**src/io_space_pkg.sv**
```systemverilog
// Contract
// - Low 32 I/O registers: bit set, clear, test-skip
// - Status flags clear on written one only
// - Bit set/clear touches only the addressed bit
// - Bit operations only for I/O addresses 0..31
// - I/O instructions use addresses 0..63 directly
// - Data-space view adds 32 to I/O address
// - Extended space 96..255 reached only by load/store
// - NVM address bits above top bit ignored
// - Software writes zero to reserved bits
// - Software never writes reserved addresses
`default_nettype none
package io_space_pkg;
  // Access kinds the core can issue
  typedef enum logic [3:0] {
    io_read_op, io_write_op, set_io_bit_op, clear_io_bit_op,
    skip_if_io_bit_set_op, skip_if_io_bit_clear_op,
    data_load_op, data_store_op, direct_data_load_op, direct_data_store_op
  } opKind_t;

  // Address map limits
  localparam logic [7:0] IO_SPACE_OFFSET = 8'h20;
  localparam logic [7:0] BIT_OP_TOP = 8'h1f;
  localparam logic [7:0] IO_TOP = 8'h3f;
  localparam logic [7:0] EXT_LOW = 8'h60;
  localparam logic [7:0] EXT_HIGH = 8'hff;
  // Low-space locations with special behaviour (data addresses)
  localparam logic [7:0] LOW_FLAGS_ADDR = 8'h3c;
  localparam logic [7:0] NVM_ADDR_LOW = 8'h41;
  localparam logic [7:0] NVM_ADDR_HIGH = 8'h42;
  // Highest implemented NVM address bit, so the high byte keeps one bit
  localparam int NVM_TOP_BIT = 8;
  localparam logic [7:0] NVM_HIGH_MASK = 8'((16'h2 << (NVM_TOP_BIT - 8)) - 16'h1);
  // Extended registers
  localparam logic [7:0] USI_CONTROL = 8'hb8;
  localparam logic [7:0] USI_STATUS_COUNTER = 8'hb9;
  localparam logic [7:0] USI_SHIFT_DATA = 8'hba;
  localparam logic [7:0] USI_BUFFERED_DATA = 8'hbb;
  localparam logic [7:0] USI_PIN_POSITION = 8'hbc;
  localparam logic [7:0] SERIAL_BUS_CONTROL = 8'hc8;
  localparam logic [7:0] SERIAL_BUS_STATUS_INTERRUPT = 8'hc9;
  localparam logic [7:0] SERIAL_BUS_INTERRUPT_ENABLE = 8'hca;
  localparam logic [7:0] SERIAL_BUS_ERROR = 8'hcb;
  localparam logic [7:0] SERIAL_BUS_BIT_TIMING = 8'hcc;
  localparam logic [7:0] SERIAL_BUS_DIVISOR_LOW = 8'hcd;
  localparam logic [7:0] SERIAL_BUS_DIVISOR_HIGH = 8'hce;
  localparam logic [7:0] SERIAL_BUS_DATA_LENGTH = 8'hcf;
  localparam logic [7:0] SERIAL_BUS_IDENTIFIER = 8'hd0;
  localparam logic [7:0] SERIAL_BUS_BUFFER_SELECT = 8'hd1;
  localparam logic [7:0] SERIAL_BUS_DATA_BUFFER = 8'hd2;
  localparam logic [7:0] REG_RESET = 8'h00;

  // Controller register map and fields
  localparam logic [3:0] CMD_OFFSET = 4'h0;
  localparam logic [3:0] STATUS_OFFSET = 4'h4;
  localparam int CMD_DATA_LSB = 0;
  localparam int CMD_BIT_LSB = 8;
  localparam int CMD_ADDR_LSB = 16;
  localparam int CMD_KIND_LSB = 24;
  localparam int ST_BUSY = 0;
  localparam int ST_DONE = 1;
  localparam int ST_SKIP = 2;
  localparam int ST_ERR = 3;
  localparam int ST_RDATA_LSB = 8;
  localparam logic [1:0] RESP_OKAY = 2'h0;
  localparam logic [1:0] RESP_SLVERR = 2'h2;

  // Bits software may write as plain storage
  function automatic logic [7:0] rwMask(input logic [7:0] a);
    if (a >= IO_SPACE_OFFSET && a <= 8'h5f && a != LOW_FLAGS_ADDR)
      return (a == NVM_ADDR_HIGH) ? NVM_HIGH_MASK : 8'hff;
    else if (a == USI_CONTROL || a == USI_SHIFT_DATA) return 8'hff;
    else if (a == USI_STATUS_COUNTER) return 8'h0f;
    else if (a == USI_PIN_POSITION) return 8'h01;
    else if (a == SERIAL_BUS_CONTROL || a == SERIAL_BUS_DIVISOR_LOW) return 8'hff;
    else if (a == SERIAL_BUS_INTERRUPT_ENABLE) return 8'h0f;
    else if (a == SERIAL_BUS_BIT_TIMING) return 8'hbf;
    else if (a == SERIAL_BUS_DIVISOR_HIGH || a == SERIAL_BUS_BUFFER_SELECT) return 8'h0f;
    else if (a >= SERIAL_BUS_DATA_LENGTH && a <= SERIAL_BUS_DATA_BUFFER) return 8'hff;
    else return 8'h00;
  endfunction : rwMask

  // Flag bits that hardware sets and a written one clears
  function automatic logic [7:0] w1cMask(input logic [7:0] a);
    if (a == LOW_FLAGS_ADDR) return 8'hff;
    else if (a == USI_STATUS_COUNTER) return 8'he0;
    else if (a == SERIAL_BUS_STATUS_INTERRUPT) return 8'h0f;
    else return 8'h00;
  endfunction : w1cMask

  // Bits that show live peripheral state
  function automatic logic [7:0] roMask(input logic [7:0] a);
    if (a == USI_STATUS_COUNTER) return 8'h10;
    else if (a == USI_BUFFERED_DATA || a == SERIAL_BUS_ERROR) return 8'hff;
    else if (a == SERIAL_BUS_STATUS_INTERRUPT) return 8'hf0;
    else return 8'h00;
  endfunction : roMask
endpackage : io_space_pkg
`default_nettype wire

```
**src/io_bus_if.sv**
```systemverilog
`timescale 1ns/1ns
`default_nettype none
// Request/answer path between the core-side controller and the register bank
interface io_bus_if;
  import io_space_pkg::*;
  logic reqValid; // Held high until done is seen
  opKind_t reqKind; // Access kind
  logic [7:0] reqAddr; // I/O address or data address, by kind
  logic [2:0] reqBit; // Bit number for bit operations
  logic [7:0] reqData; // Write data
  logic done; // One-cycle answer pulse
  logic [7:0] rdata; // Read value, valid with done
  logic skip; // Tested bit condition met, valid with done
  logic err; // Request refused, valid with done

  modport core (output reqValid, reqKind, reqAddr, reqBit, reqData,
                input done, rdata, skip, err);
  modport periph (input reqValid, reqKind, reqAddr, reqBit, reqData,
                  output done, rdata, skip, err);
endinterface : io_bus_if
`default_nettype wire

```
**src/io_access_controller.sv**
```systemverilog
// Decided for this implementation: the AXI4-Lite interface to the registers.
`timescale 1ns/1ns
`default_nettype none
// Core-side controller: software orders accesses over AXI4-Lite
module io_access_controller
  import io_space_pkg::*;
(
  input wire logic ref_clk,
  input wire logic rst,
  io_bus_if.core bus,
  input wire logic [3:0] s_axi_awaddr,
  input wire logic s_axi_awvalid,
  output logic s_axi_awready,
  input wire logic [31:0] s_axi_wdata,
  input wire logic [3:0] s_axi_wstrb,
  input wire logic s_axi_wvalid,
  output logic s_axi_wready,
  output logic [1:0] s_axi_bresp,
  output logic s_axi_bvalid,
  input wire logic s_axi_bready,
  input wire logic [3:0] s_axi_araddr,
  input wire logic s_axi_arvalid,
  output logic s_axi_arready,
  output logic [31:0] s_axi_rdata,
  output logic [1:0] s_axi_rresp,
  output logic s_axi_rvalid,
  input wire logic s_axi_rready
);
  typedef enum logic {H_IDLE, H_WAIT} hostState_t;
  hostState_t stateQ; // Idle or waiting for the answer
  logic wrTake; // Address and data accepted together
  logic cmdHit; // Accepted write lands on the command register
  logic startOk; // Command passes the local checks
  opKind_t newKind; // Kind field of the incoming command
  logic [7:0] dataAddr; // Data address of the incoming command
  logic legal; // Address valid for the kind
  logic isWrite; // Command stores something
  logic isBitOp; // Command names one bit
  logic [7:0] keepMask; // Bits that may carry a one
  logic reqValidQ, doneQ, skipQ, errQ; // Status flops
  logic [7:0] rdataQ; // Last read value
  opKind_t kindQ; // Request kind held for the bus
  logic [7:0] addrQ, dataQ; // Request address and data held for the bus
  logic [2:0] bitQ; // Request bit held for the bus
  logic bvalidQ, rvalidQ; // Response valids
  logic [1:0] brespQ, rrespQ; // Response codes
  logic [31:0] rdataAxiQ; // Read payload

  assign newKind = opKind_t'(s_axi_wdata[CMD_KIND_LSB +: 4]);
  io_addr_map mapper (
    .kind(newKind),
    .addr(s_axi_wdata[CMD_ADDR_LSB +: 8]),
    .dataAddr(dataAddr),
    .legal(legal),
    .isWrite(isWrite),
    .isBitOp(isBitOp)
  );

  // Address and data are taken together; one write response at a time
  assign wrTake = s_axi_awvalid && s_axi_wvalid && !bvalidQ;
  assign s_axi_awready = wrTake;
  assign s_axi_wready = wrTake;
  assign cmdHit = wrTake && (s_axi_awaddr == CMD_OFFSET) && (stateQ == H_IDLE);
  assign keepMask = rwMask(dataAddr) | w1cMask(dataAddr);
  // Stores to unmapped addresses and out-of-range addresses never go out
  assign startOk = legal && !(isWrite && !isBitOp && keepMask == 8'h00);

  // Request state machine
  always_ff @(posedge ref_clk or posedge rst) begin
    if (rst) begin
      stateQ <= H_IDLE;
      reqValidQ <= 1'b0;
    end else begin
      case (stateQ)
        H_IDLE: begin
          if (cmdHit && startOk) begin
            stateQ <= H_WAIT;
            reqValidQ <= 1'b1;
          end
        end
        H_WAIT: begin
          // Drop the request as soon as its answer is seen
          if (bus.done) begin
            stateQ <= H_IDLE;
            reqValidQ <= 1'b0;
          end
        end
        default: stateQ <= H_IDLE;
      endcase
    end
  end

  // Request payload held steady while valid is high
  always_ff @(posedge ref_clk or posedge rst) begin
    if (rst) begin
      kindQ <= io_read_op;
      addrQ <= 8'h00;
      bitQ <= 3'h0;
      dataQ <= 8'h00;
    end else if (cmdHit && startOk) begin
      kindQ <= newKind;
      addrQ <= s_axi_wdata[CMD_ADDR_LSB +: 8];
      bitQ <= s_axi_wdata[CMD_BIT_LSB +: 3];
      // Reserved bits always go out as zero
      dataQ <= s_axi_wdata[CMD_DATA_LSB +: 8] & keepMask;
    end
  end

  // Status: a new command clears done, a refused one reports at once
  always_ff @(posedge ref_clk or posedge rst) begin
    if (rst) begin
      doneQ <= 1'b0;
      skipQ <= 1'b0;
      errQ <= 1'b0;
      rdataQ <= 8'h00;
    end else if (stateQ == H_WAIT && bus.done) begin
      doneQ <= 1'b1;
      skipQ <= bus.skip;
      errQ <= bus.err;
      rdataQ <= bus.rdata;
    end else if (cmdHit) begin
      doneQ <= !startOk;
      errQ <= !startOk;
      skipQ <= 1'b0;
      rdataQ <= 8'h00;
    end
  end

  // Write response; command writes while busy are answered with an error
  always_ff @(posedge ref_clk or posedge rst) begin
    if (rst) begin
      bvalidQ <= 1'b0;
      brespQ <= RESP_OKAY;
    end else if (wrTake) begin
      bvalidQ <= 1'b1;
      brespQ <= cmdHit ? RESP_OKAY : RESP_SLVERR;
    end else if (s_axi_bready) begin
      bvalidQ <= 1'b0;
    end
  end

  // Read channel; unmapped offsets read zero with an error
  always_ff @(posedge ref_clk or posedge rst) begin
    if (rst) begin
      rvalidQ <= 1'b0;
      rrespQ <= RESP_OKAY;
      rdataAxiQ <= 32'h0;
    end else if (s_axi_arvalid && !rvalidQ) begin
      rvalidQ <= 1'b1;
      if (s_axi_araddr == STATUS_OFFSET) begin
        rrespQ <= RESP_OKAY;
        rdataAxiQ <= {16'h0, rdataQ, 4'h0, errQ, skipQ, doneQ, reqValidQ};
      end else begin
        rrespQ <= RESP_SLVERR;
        rdataAxiQ <= 32'h0;
      end
    end else if (s_axi_rready) begin
      rvalidQ <= 1'b0;
    end
  end

  assign s_axi_arready = !rvalidQ;
  assign s_axi_bvalid = bvalidQ;
  assign s_axi_bresp = brespQ;
  assign s_axi_rvalid = rvalidQ;
  assign s_axi_rresp = rrespQ;
  assign s_axi_rdata = rdataAxiQ;
  assign bus.reqValid = reqValidQ;
  assign bus.reqKind = kindQ;
  assign bus.reqAddr = addrQ;
  assign bus.reqBit = bitQ;
  assign bus.reqData = dataQ;
endmodule : io_access_controller
`default_nettype wire

```
**src/io_addr_map.sv**
```systemverilog
`timescale 1ns/1ns
`default_nettype none
// Maps an access kind and its address onto the data address space
module io_addr_map
  import io_space_pkg::*;
(
  input wire opKind_t kind,
  input wire logic [7:0] addr,
  output logic [7:0] dataAddr,
  output logic legal,
  output logic isWrite,
  output logic isBitOp
);
  always_comb begin
    dataAddr = addr;
    legal = 1'b0;
    isWrite = 1'b0;
    isBitOp = 1'b0;
    case (kind)
      // Six-bit I/O address seen at its data address plus 32
      io_read_op, io_write_op: begin
        legal = (addr <= IO_TOP);
        dataAddr = 8'(addr + IO_SPACE_OFFSET);
        isWrite = (kind == io_write_op);
      end
      // Bit operations exist for the low 32 locations only
      set_io_bit_op, clear_io_bit_op, skip_if_io_bit_set_op, skip_if_io_bit_clear_op: begin
        legal = (addr <= BIT_OP_TOP);
        dataAddr = 8'(addr + IO_SPACE_OFFSET);
        isBitOp = 1'b1;
        isWrite = (kind == set_io_bit_op) || (kind == clear_io_bit_op);
      end
      // Loads and stores reach both I/O and extended space
      default: begin
        legal = (addr >= IO_SPACE_OFFSET) && (addr <= EXT_HIGH);
        isWrite = (kind == data_store_op) || (kind == direct_data_store_op);
      end
    endcase
  end
endmodule : io_addr_map
`default_nettype wire

```
**src/flat_wrapper.sv**
```systemverilog
// flat-port wrapper written by rule: the top's interface ports become plain ports
module io_access_controller_flat import io_space_pkg::*;
  (ref_clk, rst, s_axi_awaddr, s_axi_awvalid, s_axi_awready, s_axi_wdata, s_axi_wstrb, s_axi_wvalid, s_axi_wready, s_axi_bresp, s_axi_bvalid, s_axi_bready, s_axi_araddr, s_axi_arvalid, s_axi_arready, s_axi_rdata, s_axi_rresp, s_axi_rvalid, s_axi_rready, bus_reqValid, bus_reqKind, bus_reqAddr, bus_reqBit, bus_reqData, bus_done, bus_rdata, bus_skip, bus_err);
  io_bus_if bus_i ();
  input wire logic ref_clk;
  input wire logic rst;
  input wire logic [3:0] s_axi_awaddr;
  input wire logic s_axi_awvalid;
  output logic s_axi_awready;
  input wire logic [31:0] s_axi_wdata;
  input wire logic [3:0] s_axi_wstrb;
  input wire logic s_axi_wvalid;
  output logic s_axi_wready;
  output logic [1:0] s_axi_bresp;
  output logic s_axi_bvalid;
  input wire logic s_axi_bready;
  input wire logic [3:0] s_axi_araddr;
  input wire logic s_axi_arvalid;
  output logic s_axi_arready;
  output logic [31:0] s_axi_rdata;
  output logic [1:0] s_axi_rresp;
  output logic s_axi_rvalid;
  input wire logic s_axi_rready;
  output wire logic [$bits(bus_i.reqValid)-1:0] bus_reqValid;
  output wire logic [$bits(bus_i.reqKind)-1:0] bus_reqKind;
  output wire logic [$bits(bus_i.reqAddr)-1:0] bus_reqAddr;
  output wire logic [$bits(bus_i.reqBit)-1:0] bus_reqBit;
  output wire logic [$bits(bus_i.reqData)-1:0] bus_reqData;
  input wire logic [$bits(bus_i.done)-1:0] bus_done;
  input wire logic [$bits(bus_i.rdata)-1:0] bus_rdata;
  input wire logic [$bits(bus_i.skip)-1:0] bus_skip;
  input wire logic [$bits(bus_i.err)-1:0] bus_err;
  assign bus_reqValid = bus_i.reqValid;
  assign bus_reqKind = bus_i.reqKind;
  assign bus_reqAddr = bus_i.reqAddr;
  assign bus_reqBit = bus_i.reqBit;
  assign bus_reqData = bus_i.reqData;
  assign bus_i.done = bus_done;
  assign bus_i.rdata = bus_rdata;
  assign bus_i.skip = bus_skip;
  assign bus_i.err = bus_err;
  io_access_controller u_core (.ref_clk(ref_clk), .rst(rst), .bus(bus_i), .s_axi_awaddr(s_axi_awaddr), .s_axi_awvalid(s_axi_awvalid), .s_axi_awready(s_axi_awready), .s_axi_wdata(s_axi_wdata), .s_axi_wstrb(s_axi_wstrb), .s_axi_wvalid(s_axi_wvalid), .s_axi_wready(s_axi_wready), .s_axi_bresp(s_axi_bresp), .s_axi_bvalid(s_axi_bvalid), .s_axi_bready(s_axi_bready), .s_axi_araddr(s_axi_araddr), .s_axi_arvalid(s_axi_arvalid), .s_axi_arready(s_axi_arready), .s_axi_rdata(s_axi_rdata), .s_axi_rresp(s_axi_rresp), .s_axi_rvalid(s_axi_rvalid), .s_axi_rready(s_axi_rready));
endmodule
```
**config.mk**
```make
export PLATFORM = sky130hd
export DESIGN_NAME = io_access_controller_flat
export DESIGN_NICKNAME = d
export VERILOG_FILES = /design/src/io_space_pkg.sv /design/src/io_bus_if.sv /design/src/io_access_controller.sv /design/src/io_addr_map.sv /design/src/flat_wrapper.sv
export SDC_FILE = /design/constraint.sdc
export NUM_CORES = 1
export LEC_CHECK = 0
export BUFFER_PORTS_ARGS = -buffer_cell sky130_fd_sc_hd__buf_4
export CORE_UTILIZATION = 35
export CTS_CLUSTER_SIZE = 8
export DETAILED_ROUTE_END_ITERATION = 10
export PLACE_DENSITY_LB_ADDON = 0.05
export RECOVER_POWER = 50
export SYNTH_ARGS = -nofsm -noshare
export SYNTH_HDL_FRONTEND = slang
export SYNTH_HIERARCHICAL = 1
export SYNTH_SLANG_ARGS = --single-unit
```
**constraint.sdc**
```tcl
create_clock -name ref_clk -period 2.9 [get_ports ref_clk]
set_input_delay 0.58 -clock ref_clk [delete_from_list [all_inputs] [get_ports ref_clk]]
set_output_delay 0.58 -clock ref_clk [all_outputs]
set_load 0.1 [all_outputs]
```
==> results of run 1 <==
-- synthesized netlist by cell type, types with 2 or more instances --
| cell | number | area, sq um |
|---|---|---|
| a21o_1 | 2 | 15.0 |
| a21oi_1 | 3 | 15.0 |
| a22o_1 | 13 | 114 |
| and3b_1 | 4 | 35.0 |
| buf_4 | 29 | 218 |
| clkbuf_1 | 4 | 15.0 |
| dfrtp_1 | 52 | 1300 |
| inv_1 | 17 | 63.8 |
| mux2_2 | 7 | 78.8 |
| mux2_4 | 8 | 120 |
| mux2i_1 | 4 | 40.0 |
| nand2_1 | 27 | 101 |
| nand2b_1 | 3 | 18.8 |
| nand3_1 | 4 | 20.0 |
| nand3b_1 | 2 | 15.0 |
| nor2_1 | 9 | 33.8 |
| nor2b_1 | 5 | 31.3 |
| o2111ai_1 | 2 | 17.5 |
| o211a_1 | 2 | 20.0 |
| o211ai_1 | 2 | 15.0 |
| o21ai_0 | 19 | 95.1 |
| o21ai_1 | 2 | 10.0 |
| o2bb2ai_1 | 3 | 26.3 |
| xnor2_1 | 2 | 17.5 |
-- kinds of logic after synthesis --
group / count (synthesis)
other: 1
muxes: 20
buffers and inverters: 53
adders and majority gates: 1
and+or+nand+nor: 65
DFF: 52
xor gates and xnor gates: 3
AOI/OAI and AO/OA: 57
-- sequential cells by signal (all words and copies together) (netlist names) --
signal and cells:
u_core/s_axi_rdata 12, u_core/bus.reqAddr 8, u_core/bus.reqData 8, u_core/rdataQ 8, u_core/bus.reqKind 4, u_core/bus.reqBit 3, u_core/bus.reqValid 1, u_core/doneQ 1
u_core/errQ 1, u_core/s_axi_bresp 1, u_core/s_axi_bvalid 1, u_core/s_axi_rresp 1, u_core/s_axi_rvalid 1, u_core/skipQ 1, u_core/stateQ 1
-- area by class of cell --
class | count | area [sq um] | area share, %
Clock buffer | 5 | 68.8 | 2.02
Tap cell | 99 | 124 | 3.63
Inverter | 17 | 63.8 | 1.87
Clock inverter | 3 | 27.5 | 0.806
Sequential cell | 52 | 1300 | 38.1
Timing Repair Buffer | 100 | 684 | 20.0
Multi-Input combinational cell | 168 | 1140 | 33.5
-- path summary, 6_finish.rpt --
check | from | cells after the start | end
max in group asynchronous | rst | 3 | u_core/bus.reqAddr[0]
max | s_axi_wdata[22] | 9 | u_core/bus.reqKind[1]
max reg2reg | u_core/stateQ | 6 | u_core/bus.reqKind[1]
min in group asynchronous | rst | 2 | u_core/bus.reqValid
min reg2reg | u_core/rdataQ[5] | 1 | u_core/s_axi_rdata[13]
min | s_axi_bready | 2 | u_core/s_axi_bvalid
-- routing by layer --
metal / track usage, % / up-vias / share of wire [%]
met5: 0 / - / 0
met4: 4.23 / 0 / 1.1
met3: 3.21 / 8 / 4.8
met2: 25.4 / 68 / 48
met1: 20.0 / 1006 / 46
li1: - / 1009 / -
-- metrics by stage --
step | utilization (%) | setup slack [ns] | cell area [sq um] | cells | total power [uW]
global route | 46.6 | 0.340 | 3410 | 444 | 2310
floorplan | - | 0.104 | 2770 | 273 | 1620
global placement | 46.3 | 0.0979 | 3400 | 436 | 1800
detailed placement | 46.3 | 0.0795 | 3400 | 436 | 1810
finish | 46.6 | 0.413 | 3410 | 444 | 2200
CTS | 47.7 | 0.411 | 3490 | 444 | 2260
-- critical path, stage by stage --
cell	delay, ns
buf_4	0.13
ha_1	0.27
mux2_1	0.35
and3b_1	0.26
nand3_1	0.11
and3b_1	0.21
a31oi_4	0.20
buf_12	0.22
mux2_2	0.35
-- power by group through the flow --
stage,clock network [uW],logic (uW),registers (uW)
3_3_place_gp,0,938,863
2_1_floorplan,0,336,1290
6_report,444,909,850
3_5_place_dp,0,941,866
4_1_cts,469,942,852
5_1_grt,496,947,863
==> run_results.csv, run 1 <==
group,metric,value,unit
run_status,status,"completed",
setup_path,r2r_setup_slack,0.81,ns
logic_synthesis,synthMuxAreaShare,9.29,%
final_layout,area_delta_synth_final,26.8,%
pwr,ir_worst_vdd,0.000268,V
sta,hold_violations,0,
route,vias,2091,
sta,finalCriticalPeriod,2.49,ns
route,vias_per_cell,4.71,
final_layout,num-fill-cells,733,
setup_path,worstSetupStartpointType,"input pin",
logic_synthesis,yosys_register_bits,52,
placed_design,gp_congestion,0.756,
pwr,p_leak,0.00168,uW
route,first_iter_violations,59,
setup_path,path_max_fanout,24,
pwr,pwr-share-clk,20.1,%
grt,antenna_found_initial,0,
sta,timing.fmax,402,MHz
setup_path,crit_path_end_kind,"flip-flop",
logic_synthesis,synth-main-ff-cell,"dfrtp_1",
job,maxCapViolations,0,
grt,grt_pass1_wl,9.97,mm
logic_synthesis,synth-adder-area-share,0.465,%
final_layout,drive_gt1_share,32.2,%
floorplan,start_util,36.7,%
route,drtAntennaViolNets,0,
floorplan,coreArea,7330,sq um
final_layout,final_cell_mix,"buf_4 (77), dfrtp_1 (52), nand2_1 (27)",
logic_synthesis,postSynthCellCount,252,
sta,clock-skew-final,0.00678,ns
route,drt_first_pass_iters,4,
placed_design,hpwl,4.40,mm
placed_design,portBuffers,91,
floorplan,die_area,8050,sq um
logic_synthesis,synthSimpleGateAreaFrac,12.9,%
logic_synthesis,ys_seq_area_share,48.3,%
route,drt_wl_total,5.94,mm
floorplan,die_h,89.7,um
sta,slew_violations,0,
grt,first_global_vias,2052,
sta,timing.hold.ws,0.438,ns
logic_synthesis,synthesis.area,2690,sq um
sta,worst_slew_pin_slew,1.22,ns
grt,globalRouteOverflowTotal,0,
cts,clock_sinks,52,
logic_synthesis,yosysUniqueCellTypes,51,
floorplan,core.rowCount,31,
sta,rsz0062_at_grt,"no",
logic_synthesis,synth-compound-area-share,15.6,%
sta,slew_headroom,19.1,%
logic_synthesis,avgSynthCellArea,10.7,sq um
cts,clk_pin_slew,0.10,ns
route,drc,0,
sta,finalSetupTns,0,ns
floorplan,chipWidth,89.7,um
pwr,p_per_area,645,nW/um^2
worst_hold_path,hold_path.class,"input pin to flip-flop",
cts,clock_latency,0.31,ns
sta,setup-violations-final,0,
sta,fin_crit_sh,85.8,%
logic_synthesis,yosys.area_share.xor_xnor,0.976,%
cts,ctsHoldBuffers,0,
pwr,seqPwrFrac,38.6,%
cts,postCtsResizedCells,0,
cts,cts_made_buffers,5,
cts,htreeDepth,2,
logic_synthesis,ys_warn_count,6,
grt,grt_usage,15.2,%
floorplan,io-pin-count,127,
logic_synthesis,synth_top_family_by_area,"compound AO/OA/AOI/OAI gates",
pwr,switching_power,1040,uW
setup_path,required,3.10,ns
cts,post-cts-setup-buffer-count,0,
cts,root_buffer,"clkbuf_8",
logic_synthesis,synth_edf_count,0,
cts,clockBufferDepth,2,
final_layout,num_antenna_cells,0,
logic_synthesis,async_reset_ff_share,100,%
pwr,p_int,1160,uW
cts,cts_tree,"done",
grt,grt_start_max_net_pins,25,
pwr,switching_share,47.3,%
setup_path,arrival,2.69,ns
final_layout,mostFrequentLayoutCell,"buf_4",
final_layout,nNetsFinal,407,
pwr,pwr-share-comb,41.3,%
setup_path,worstSetupPathType,"input pin to flip-flop",
route,detail_route.wl_per_cell,13.4,um
No activity file was read; power rests on OpenSTA's default activity.
==> run 2, diff against run 1 <==
clock period = 2.3 ns   (was 2.9 ns; I/O delays follow)
==> run 2 against run 1 <==
Against the previous run:
- clock skew decreased by 0.0010 ns
- global-route usage decreased by 0.25 points
- sequential share of layout area decreased by 2.8 points
- register-to-register slack got worse by 0.61 ns
- utilization increased by 3.7 points
- wire length decreased by 1.7%
- total power increased by 32%
- count of clock-buffer cells in the layout increased by 1
- sequential cell count unchanged
- sequential power increased by 26%
- critical endpoint is now u_core/bus.reqAddr[3]
==> run_results.csv, run 2 (synthesis results as in run 1) <==
group,metric,value,unit
run_status,status,"completed",
pwr,pwr-share-clk,21.5,%
sta,rsz0062_at_grt,"yes",
final_layout,regArea,1300,sq um
final_layout,nNetsFinal,424,
route,vias,2098,
sta,hold_violations,0,
final_layout,num_antenna_cells,0,
pwr,p_leak,0.00185,uW
grt,grt_start_max_net_pins,20,
grt,grt_usage,15.0,%
sta,slew_headroom,22.3,%
cts,cts_tree,"done",
sta,setup-violations-final,0,
setup_path,slowest_stage,"mux2_2",
grt,globalRouteOverflowTotal,0,
cts,ctsHoldBuffers,0,
placed_design,hpwl,4.45,mm
sta,timing.fmax,448,MHz
setup_path,arrival,2.42,ns
sta,finalCriticalPeriod,2.23,ns
cts,htreeDepth,2,
job,maxCapViolations,0,
final_layout,area_delta_synth_final,37.0,%
route,detail_route.wl_per_cell,12.7,um
placed_design,portBuffers,91,
cts,cts_made_buffers,5,
setup_path,crit_chain,"buf_4 -> ha_1 -> mux2_4 -> and3b_1 -> nand3_1 -> and3b_1 -> a31oi_4 -> buf_12 -> mux2_2",
pwr,p_per_area,789,nW/um^2
floorplan,start_util,36.7,%
cts,clk_pin_slew,0.09,ns
floorplan,chipWidth,89.7,um
final_layout,final_cell_mix,"buf_4 (110), dfrtp_1 (50), nand2_1 (26)",
grt,grt_util_met3,3.55,%
setup_path,worstSetupStartpointType,"input pin",
setup_path,worstSetupPathType,"input pin to flip-flop",
floorplan,die_h,89.7,um
floorplan,coreArea,7330,sq um
route,drt_first_pass_iters,4,
pwr,p_int,1630,uW
sta,slew_violations,0,
grt,use_met1,20.5,%
grt,grt_busiest_layer,"met2",
route,drc,0,
setup_path,required,2.49,ns
pwr,seqPwrFrac,36.9,%
cts,post-cts-setup-buffer-count,0,
route,drt_wl_total,5.84,mm
sta,clock-skew-final,0.00577,ns
floorplan,core.rowCount,31,
cts,clock_sinks,52,
sta,fin_crit_sh,97.1,%
route,first_iter_violations,59,
placed_design,pre_cts_ws,-0.269,ns
setup_path,cpMostUsedCell,"and3b_1",
placed_design,place_area,3590,sq um
cts,root_buffer,"clkbuf_8",
pwr,pwr-share-comb,41.6,%
grt,antenna_found_initial,0,
cts,clockBufferDepth,2,
final_layout,num-fill-cells,707,
setup_path,crit_path_end_kind,"flip-flop",
final_layout,multi_input_area,1190,sq um
worst_hold_path,hold_path.class,"input pin to async pin",
cts,clock_latency,0.30,ns
floorplan,io-pin-count,127,
route,drtAntennaViolNets,0,
pwr,ir_worst_vdd,0.000332,V
final_layout,final_cells,461,
placed_design,gp_congestion,0.743,
grt,grt_use_met2,23.8,%
final_layout,fin_util,50.3,%
setup_path,reg2regPathDepth,6,
setup_path,path_max_fanout,10,
pwr,switching_power,1280,uW
placed_design,dp.cells,453,
pwr,switching_share,44.0,%
sta,worst_slew_pin_slew,1.17,ns
setup_path,critPathMaxStageDelay,0.33,ns
final_layout,finalInstanceArea,3690,sq um
grt,first_global_vias,2022,
sta,worst_slack,0.0674,ns
cts,postCtsResizedCells,0,
grt,grt_pass1_wl,9.81,mm
final_layout,drive_gt1_share,42.3,%
route,vias_per_cell,4.55,
floorplan,die_area,8050,sq um
final_layout,largest_reg_flops,12,
final_layout,mostFrequentLayoutCell,"buf_4",
## run 2: changes by cell type in the layout (fill, tap and decap cells not counted), moves of 2 or more
| cell | change |
|---|---|
| buf_4 | +33 |
| clkbuf_1 | -16 |
| dfrtp_1 | -2 |
| dfrtp_2 | +2 |
| inv_1 | -2 |
## run 2: final timing paths
path / start / end / slack (ns)
setup reg to reg: u_core/stateQ / u_core/bus.reqAddr[3] / 0.20
setup / recovery: s_axi_wdata[21] / u_core/bus.reqAddr[3] / 0.07
hold reg to reg: u_core/rdataQ[3] / u_core/s_axi_rdata[11] / 0.50
hold / removal: rst / u_core/s_axi_rdata[10] / 0.27
max in group asynchronous: rst / u_core/s_axi_bvalid / 0.69
min in group ref_clk: s_axi_bready / u_core/s_axi_bvalid / 0.32
## run 2: power groups by stage
stage | clock, uW | combinational [uW] | sequential [uW]
finish | 626 | 1210 | 1070
global route | 686 | 1260 | 1090
CTS | 662 | 1220 | 1080
detailed placement | 0 | 1220 | 1090
global placement | 0 | 1220 | 1090
floorplan | 0 | 436 | 1630
## run 2: per-stage QoR
step	hold slack [ns]	total power (uW)	TNS, ns
4_1_cts	0.148	2960	0
3_3_place_gp	0.474	2310	-5.11
3_5_place_dp	0.477	2320	-5.29
6_report	0.270	2910	0
5_1_grt	0.303	3040	-0.0741
2_1_floorplan	0.461	2060	-1.63
## run 2: area by class of cell
| class | instances | share of cell area, % |
|---|---|---|
| flip-flops and latches | 52 | 35.3 |
| multi-input cells | 168 | 32.3 |
| repair buffers | 117 | 24.1 |
| well taps | 99 | 3.36 |
| clock buffers | 6 | 1.97 |
| inverters | 17 | 1.87 |
| clock inverters | 2 | 1.05 |
## run 2: layer usage
| metal | vias to the layer above | share of wire, % |
|---|---|---|
| met5 | - | 0 |
| met4 | 0 | 1.0 |
| met3 | 6 | 6.4 |
| met2 | 82 | 46 |
| met1 | 970 | 47 |
| li1 | 1040 | - |
## run 2: critical path: cells and delay by family
family                   cells  cell delay, ns
buffers and inverters        2            0.29
multiplexers                 2            0.63
AND/OR/NAND/NOR              3            0.55
adder cells (fa/ha/maj)      1            0.27
AO/OA/AOI/OAI                1            0.21
